<file path="src/core/uarx_pkg.sv">
// What this block does
// complete flag set while buffer holds data
// disable empties buffer, drops frame, clears flag
// irq while flag and both enables set
// handler reads data to clear flag
// error bits stored with each character
// software reads status before data
// status writes never change error bits
// error bits raise no interrupt
// frame error equals inverted first stop
// only first stop bit sampled
// overrun: buffer full, shift full, start
// overrun cleared on successful transfer
// parity check only when enabled, typed
// parity error only if enabled and failed
// parity disabled reads parity error zero
// disable immediate, releases pin, loses frame
// software flushes by reading until empty
// oversample sixteen, or eight double speed
// start votes samples 8-10 or 4-6
// high majority rejects start as noise
// sixteen or eight states per bit
// each bit majority of centre samples
// new start accepted after stop votes
// first stop moves frame to buffer
// short characters read upper bits zero
// ninth bit buffered with each character
// empty data read changes nothing
package uarx_pkg;
    localparam int unsigned data_width = 9;
    localparam int unsigned fifo_depth = 2;
    localparam logic [4:0] samples_normal = 5'h10;
    localparam logic [4:0] samples_double = 5'h08;
    localparam logic [4:0] vote_first_normal = 5'h08;
    localparam logic [4:0] vote_first_double = 5'h04;
    localparam logic [2:0] size_nine = 3'h7;
    localparam logic [3:0] bits_base = 4'h5;
    localparam logic [3:0] bits_nine = 4'h9;
    localparam logic [1:0] fifo_full_count = 2'h2;
    typedef enum logic [2:0] {
        uarx_idle, uarx_start, uarx_data, uarx_parity, uarx_stop, uarx_held
    } uarx_state_type;
endpackage

</file>
<file path="src/core/uarx_receiver.sv">
`timescale 1ns/1ns
module uarx_receiver (
    // clock and reset
    input wire logic clk,
    input wire logic resetn,
    // serial line
    input wire logic serial_input_pin,
    output logic pin_override,
    // oversample tick from the baud generator
    input wire logic sample_tick,
    // configuration
    input wire logic receiver_enable_bit,
    input wire logic rx_complete_irq_enable,
    input wire logic global_irq_enable,
    input wire logic double_speed_select,
    input wire logic parity_enable_bit,
    input wire logic parity_type_bit,
    input wire logic stop_bit_count_select,
    input wire logic [2:0] character_size_field,
    // data read strobe
    input wire logic data_read,
    // status
    output logic rx_complete_flag,
    output logic frame_error_flag,
    output logic overrun_flag,
    output logic parity_error_flag,
    output logic received_ninth_bit,
    output logic [7:0] receive_data_register,
    output logic rx_complete_irq
);
    // ----------------------------------------
    // input synchroniser
    // ----------------------------------------
    logic [2:0] sync_reg;
    logic line_reg;
    always_ff @(posedge clk or negedge resetn) begin
        if (!resetn) begin
            sync_reg <= 3'h7;
            line_reg <= 1'b1;
        end else begin
            sync_reg <= {sync_reg[1:0], serial_input_pin};
            if (sync_reg[2] == sync_reg[1]) begin
                line_reg <= sync_reg[2];
            end
        end
    end

    // ----------------------------------------
    // frame format
    // ----------------------------------------
    logic [4:0] spb;
    logic [4:0] vfirst;
    logic [3:0] nbits;
    assign spb = double_speed_select ? uarx_pkg::samples_double : uarx_pkg::samples_normal;
    assign vfirst = double_speed_select ? uarx_pkg::vote_first_double
                                        : uarx_pkg::vote_first_normal;
    assign nbits = (character_size_field == uarx_pkg::size_nine) ? uarx_pkg::bits_nine
                 : uarx_pkg::bits_base + {2'h0, character_size_field[1:0]};

    // ----------------------------------------
    // receive state machine
    // ----------------------------------------
    uarx_pkg::uarx_state_type state_reg;
    logic [4:0] sample_reg;
    logic [2:0] vote_reg;
    logic [3:0] bit_reg;
    logic [8:0] shift_reg;
    logic par_reg;
    logic shift_pe_reg;
    logic shift_fe_reg;
    logic vote;
    logic last_sample;
    logic in_vote;
    logic [1:0] count_reg;
    logic push;
    logic pop;
    logic start_seen;
    assign vote = (vote_reg[0] & vote_reg[1]) | (vote_reg[0] & vote_reg[2])
                | (vote_reg[1] & vote_reg[2]);
    assign in_vote = (sample_reg >= vfirst) && (sample_reg <= vfirst + 5'h2);
    assign last_sample = sample_reg == vfirst + 5'h2;
    assign start_seen = sample_tick && !line_reg
                        && (state_reg == uarx_pkg::uarx_idle || state_reg == uarx_pkg::uarx_held);
    assign pop = data_read && count_reg != 2'h0;
    assign push = (state_reg == uarx_pkg::uarx_held) && count_reg != uarx_pkg::fifo_full_count
                  || (state_reg == uarx_pkg::uarx_held) && pop;

    always_ff @(posedge clk or negedge resetn) begin
        if (!resetn) begin
            state_reg <= uarx_pkg::uarx_idle;
            sample_reg <= 5'h0;
            vote_reg <= 3'h0;
            bit_reg <= 4'h0;
            shift_reg <= 9'h0;
            par_reg <= 1'b0;
            shift_pe_reg <= 1'b0;
            shift_fe_reg <= 1'b0;
        end else if (!receiver_enable_bit) begin
            state_reg <= uarx_pkg::uarx_idle;
            sample_reg <= 5'h0;
        end else if (push) begin
            state_reg <= uarx_pkg::uarx_idle;
        end else if (sample_tick) begin
            if (in_vote) begin
                vote_reg <= {vote_reg[1:0], line_reg};
            end
            case (state_reg)
                uarx_pkg::uarx_idle, uarx_pkg::uarx_held: begin
                    if (!line_reg) begin
                        state_reg <= uarx_pkg::uarx_start;
                        sample_reg <= 5'h2;
                        bit_reg <= 4'h0;
                        shift_reg <= 9'h0;
                        par_reg <= parity_type_bit;
                    end
                end
                uarx_pkg::uarx_start: begin
                    sample_reg <= sample_reg + 5'h1;
                    if (sample_reg == vfirst + 5'h3) begin
                        if (vote) begin
                            state_reg <= uarx_pkg::uarx_idle;
                        end
                    end
                    if (sample_reg == spb) begin
                        sample_reg <= 5'h1;
                        state_reg <= uarx_pkg::uarx_data;
                    end
                end
                uarx_pkg::uarx_data, uarx_pkg::uarx_parity: begin
                    sample_reg <= (sample_reg == spb) ? 5'h1 : sample_reg + 5'h1;
                    if (sample_reg == spb) begin
                        if (state_reg == uarx_pkg::uarx_parity) begin
                            shift_pe_reg <= parity_enable_bit && (par_reg != vote);
                            state_reg <= uarx_pkg::uarx_stop;
                        end else begin
                            shift_reg[bit_reg] <= vote;
                            par_reg <= par_reg ^ vote;
                            bit_reg <= bit_reg + 4'h1;
                            if (bit_reg + 4'h1 == nbits) begin
                                state_reg <= parity_enable_bit ? uarx_pkg::uarx_parity
                                                               : uarx_pkg::uarx_stop;
                                shift_pe_reg <= 1'b0;
                            end
                        end
                    end
                end
                uarx_pkg::uarx_stop: begin
                    sample_reg <= sample_reg + 5'h1;
                    if (sample_reg == vfirst + 5'h3) begin
                        shift_fe_reg <= !vote;
                        state_reg <= uarx_pkg::uarx_held;
                        sample_reg <= 5'h0;
                    end
                end
                default: state_reg <= uarx_pkg::uarx_idle;
            endcase
        end
    end

    // ----------------------------------------
    // two-entry receive buffer
    // ----------------------------------------
    logic [11:0] fifo_mem [uarx_pkg::fifo_depth];
    logic rd_ptr_reg;
    logic ovr_pend_reg;
    logic [11:0] head;
    assign head = fifo_mem[rd_ptr_reg];

    always_ff @(posedge clk or negedge resetn) begin
        if (!resetn) begin
            ovr_pend_reg <= 1'b0;
        end else if (!receiver_enable_bit) begin
            ovr_pend_reg <= 1'b0;
        end else if (push) begin
            ovr_pend_reg <= 1'b0;
        end else if (start_seen && state_reg == uarx_pkg::uarx_held) begin
            ovr_pend_reg <= 1'b1;
        end
    end

    always_ff @(posedge clk or negedge resetn) begin
        if (!resetn) begin
            count_reg <= 2'h0;
            rd_ptr_reg <= 1'b0;
            fifo_mem[0] <= 12'h0;
            fifo_mem[1] <= 12'h0;
        end else if (!receiver_enable_bit) begin
            count_reg <= 2'h0;
            rd_ptr_reg <= 1'b0;
        end else begin
            if (push) begin
                fifo_mem[rd_ptr_reg ^ count_reg[0]]
                    <= {shift_fe_reg, ovr_pend_reg, shift_pe_reg, shift_reg};
            end
            if (pop) begin
                rd_ptr_reg <= ~rd_ptr_reg;
            end
            count_reg <= count_reg + {1'b0, push} - {1'b0, pop};
        end
    end

    // ----------------------------------------
    // registered outputs
    // ----------------------------------------
    always_ff @(posedge clk or negedge resetn) begin
        if (!resetn) begin
            rx_complete_flag <= 1'b0;
            rx_complete_irq <= 1'b0;
            frame_error_flag <= 1'b0;
            overrun_flag <= 1'b0;
            parity_error_flag <= 1'b0;
            received_ninth_bit <= 1'b0;
            receive_data_register <= 8'h0;
            pin_override <= 1'b0;
        end else begin
            pin_override <= receiver_enable_bit;
            rx_complete_flag <= count_reg != 2'h0 && receiver_enable_bit;
            rx_complete_irq <= count_reg != 2'h0 && receiver_enable_bit
                               && rx_complete_irq_enable && global_irq_enable;
            frame_error_flag <= head[11];
            overrun_flag <= head[10];
            parity_error_flag <= head[9] && parity_enable_bit;
            received_ninth_bit <= head[8];
            receive_data_register <= head[7:0];
        end
    end
endmodule

</file>
<file path="config.mk">
export PLATFORM = sky130hd
export DESIGN_NAME = uarx_receiver
export DESIGN_NICKNAME = d
export VERILOG_FILES = /design/src/core/uarx_pkg.sv /design/src/core/uarx_receiver.sv
export SDC_FILE = /design/constraint.sdc
export NUM_CORES = 1
export LEC_CHECK = 0
export ABC_CLOCK_PERIOD_IN_PS = 2400
export BUFFER_PORTS_ARGS = -buffer_cell sky130_fd_sc_hd__buf_2
export CAP_MARGIN = 15
export CORE_MARGIN = 2
export CORE_UTILIZATION = 54
export CTS_CLUSTER_SIZE = 30
export DETAILED_ROUTE_END_ITERATION = 10
export GPL_ROUTABILITY_DRIVEN = 0
export PLACE_DENSITY = 0.86
export SLEW_MARGIN = 20
export SYNTH_ARGS = -nofsm -noshare
export SYNTH_HDL_FRONTEND = slang
export SYNTH_SLANG_ARGS = --single-unit
export TNS_END_PERCENT = 30
</file>
<file path="constraint.sdc">
create_clock -name clk -period 2.4 [get_ports clk]
set_input_delay 0.12 -clock clk [delete_from_list [all_inputs] [get_ports clk]]
set_output_delay 0.12 -clock clk [all_outputs]
set_load 0.005 [all_outputs]
</file>
==> impl_results.md <==
* Result of the run: completed
* Setup repair after global routing missed its margin: no
* Post-route minimum period at 2280 ps
* Required time at the endpoint of the critical path at 2620 ps
* Post-synthesis share of cell area spent on xor and xnor gates at 1.93%
* Number of antenna violations at the first check in global routing at 0
* Worst max-slew margin expressed relative to the limit at ~36%
* Cell at the slowest stage of the critical path: sky130_fd_sc_hd__or4b_4
* Synthesized Nets at 360
* Final critical-path setup slack at 117 ps
* Pin count of the biggest net entering global routing at 38
* Detailed placement HPWL at 5160 um
* Worst-Skew Late Latency at 340 ps
* Inserted Diodes at 0
* Count of synthesis-stage warnings from yosys at 0
* Final Non-Filler Cells at approximately 460
* Number of placed cells counting well taps at 440
* Overflow left after global routing at 0
* Vias in the first global route at 2658
* Most area-hungry cell type in the Yosys netlist: sky130_fd_sc_hd__dfrtp_1
* Number of buffers inserted during clock tree synthesis at 9
* Commonest cells after routing, fill and taps aside: sky130_fd_sc_hd__dfrtp_1, sky130_fd_sc_hd__mux2_2, sky130_fd_sc_hd__buf_2
* Antenna-violating nets left at 0
* Initial Util at 56.4%
* Peak supply drop at 321 uV
* Number of different library cells in the post-synthesis netlist at 56
* Fraction of the mapped netlist area in adder cells at 4.70%
* Tightest Hold Check Type: input port to register
* Fraction of synthesized area in multiplexers at roughly an eighth
* Die boundary width at 85.9 um
* Sequence of cells on the critical path: or3b_4 -> a21oi_2 -> or4b_4 -> buf_4 -> o21ai_0 -> o21ai_1
* First-pass DRT Iterations at 4
* Leakage component of the power at 2.05 nW
* Cell at the root of the clock tree: sky130_fd_sc_hd__clkbuf_8
* Most common library cell in the layout ignoring fill and taps: sky130_fd_sc_hd__dfrtp_1
* Post-Route Setup TNS at 0 ps
* Slew Viols, Final at 0
* Wire length of the first global-routing pass at approximately 13000 um
* Share of layout cells above drive strength 1 at a little under a third
* Vias per inst at 5.83
* Area inside the core boundary at 0.00642 mm^2
* Crit start category: register
* Final wirelength at 7250 um
* Share of flip-flops with an asynchronous set or reset after synthesis at 100%
* Pre-CTS setup slack at 26.9 ps
* Worst path max stage delay at about 530 ps
* Number of remaining DRC errors at 0
* Flop and latch count out of synthesis at between 70 and 80
* Post-synthesis area per instance at 10.9 um^2
* Gate Count Post-Synth at 333
* Buf/Inv on CP at 1
* Kind of end point of the critical path: register
* Global-route usage over all layers at 22.0%
* Cell family contributing the most delay on the critical path: simple AND/OR/NAND/NOR gates
* Largest family of logic cells by synthesized area: compound AO/OA/AOI/OAI gates
* Core occupancy in the finished layout at 65.2%
* Nets at 404
* Number of levels the H-tree was split into at 3
* Port buffer count at 28
* Synthesized area at 0.00362 mm^2
* Share of the synthesized area in compound gates (AO/OA/AOI/OAI) at 14.7%
* Clk_skew at between 7 and 8 ps
* Share of the clock period used by the worst path at 95.1%
* Arrival @ worst endpoint at 2500 ps
* Per-cell routed wire length at 15.8 um
* Power per cell area at 689 mW/mm^2
* Simple-gate area share of the yosys netlist at 12.5%
* Number of setup buffers added after CTS at 0
* Maximum root-to-sink buffer count at 2
* Number of enable flip-flop cells after synthesis at 0
* Worst-path clk slew at 80 ps
* Count of pins on the block boundary at 30
* Area of the die at 0.00738 mm^2
* CTS tree: built
* Largest fanout of any net on the critical path at 14
* Fraction of synthesized cell area taken by the top area cell type at about half
* Vias post-DR at 2674
* Sequential cell area fraction in the yosys report at 51.2%
* Path type of the worst setup path: register to register
* Final setup fails at 0
* Layout-stage area growth over the synthesis result at 15.5%
* Standard-cell rows at 29
* Most used flip-flop cell after synthesis: sky130_fd_sc_hd__dfrtp_1
* Hold violation count in the final report at 0
* Sink Count at between 70 and 80
* Number of max-capacitance violations reported at 0
* Max Fclk at approximately 440 MHz
* Largest register FFs at 24
* Die height at 85.9 um
* Actual slew at the worst max-slew pin at 941 ps
* Area contributors post-synth: sky130_fd_sc_hd__dfrtp_1, sky130_fd_sc_hd__mux2_2, sky130_fd_sc_hd__ha_1
* Number of DRC markers after the initial detailed-route iteration at 217
* Total power of the final layout at 0.00288 W
==> layout make-up <==
| class | instances | area [um^2] |
|---|---|---|
| tap | 77 | 96.3 |
| multi-input combinational | 230 | 1660 |
| fill | 460 | 2240 |
| timing repair buffer | 49 | 305 |
| sequential | 74 | 1860 |
| clock inverter | 6 | 90.1 |
| inverter | 13 | 48.8 |
| clock buffer | 10 | 128 |
==> final timing paths <==
check / from / to / slack, ps / depth (start not counted)
setup / recovery: count_reg[0]$_DFF_PN0_ / shift_reg[3]$_DFFE_PN0P_ / 120 / 6
max in group asynchronous: resetn / fifo_mem[12]$_DFFE_PN0P_ / 1380 / 3
hold / removal: rx_complete_irq_enable / rx_complete_irq$_DFF_PN0_ / 10 / 2
hold reg to reg: sync_reg[0]$_DFF_PN1_ / sync_reg[1]$_DFF_PN1_ / 360 / 0
setup reg to reg: count_reg[0]$_DFF_PN0_ / shift_reg[3]$_DFFE_PN0P_ / 120 / 6
min in group asynchronous: resetn / bit_reg[1]$_DFFE_PN0P_ / 230 / 2
==> metal layers <==
| layer | vias to the layer above | track usage, % | part of all wire [%] |
|---|---|---|---|
| li1 | 1276 | - | - |
| met1 | 1318 | 29.2 | 43 |
| met2 | 70 | 36.5 | 51 |
| met3 | 10 | 3.75 | 4.6 |
| met4 | 0 | 8.23 | 1.5 |
| met5 | - | 0 | 0 |
==> per-stage QoR <==
stage | area (um^2) | hold slack, ps
final | 4190 | 14.1
after global routing | 4190 | 9.82
after CTS | 4180 | 9.30
after detailed placement | 3930 | 78.7
after global placement | 3930 | 70.7
after floorplan | 3620 | -176
==> Yosys cell counts (all sizes together) (4+ instances only) <==
cell type	n
a21o	5
a31oi	4
nor2	18
xor2	5
nand3	7
buf	5
dfrtp	70
mux2	37
dfstp	4
inv	13
clkbuf	11
nand2	23
ha	12
and2	5
o21ai	33
a21oi	24
==> repair_timing <==
item,CTS,global route
hold buffers,3,0
hold endpoints to repair,14,0
cloned,0,0
gates resized for setup,1,1
setup endpoints to repair,1,2
==> cells by family (layout without fill, tap and decap cells) <==
family,Yosys count,after routing
compound gates,87,87
simple gates,83,83
flops,74,74
mux,38,38
buf+inv,29,78
fa+ha+maj,14,14
xor+xnor,8,8
==> power breakdown <==
| group | total [W] | switching [W] | internal, W |
|---|---|---|---|
| clock network | 0.00106 | 0.000473 | 0.000590 |
| registers | 0.00138 | 0.0000609 | 0.00131 |
| logic | 0.000446 | 0.000246 | 0.000200 |
(Power assumes the default switching activity.)
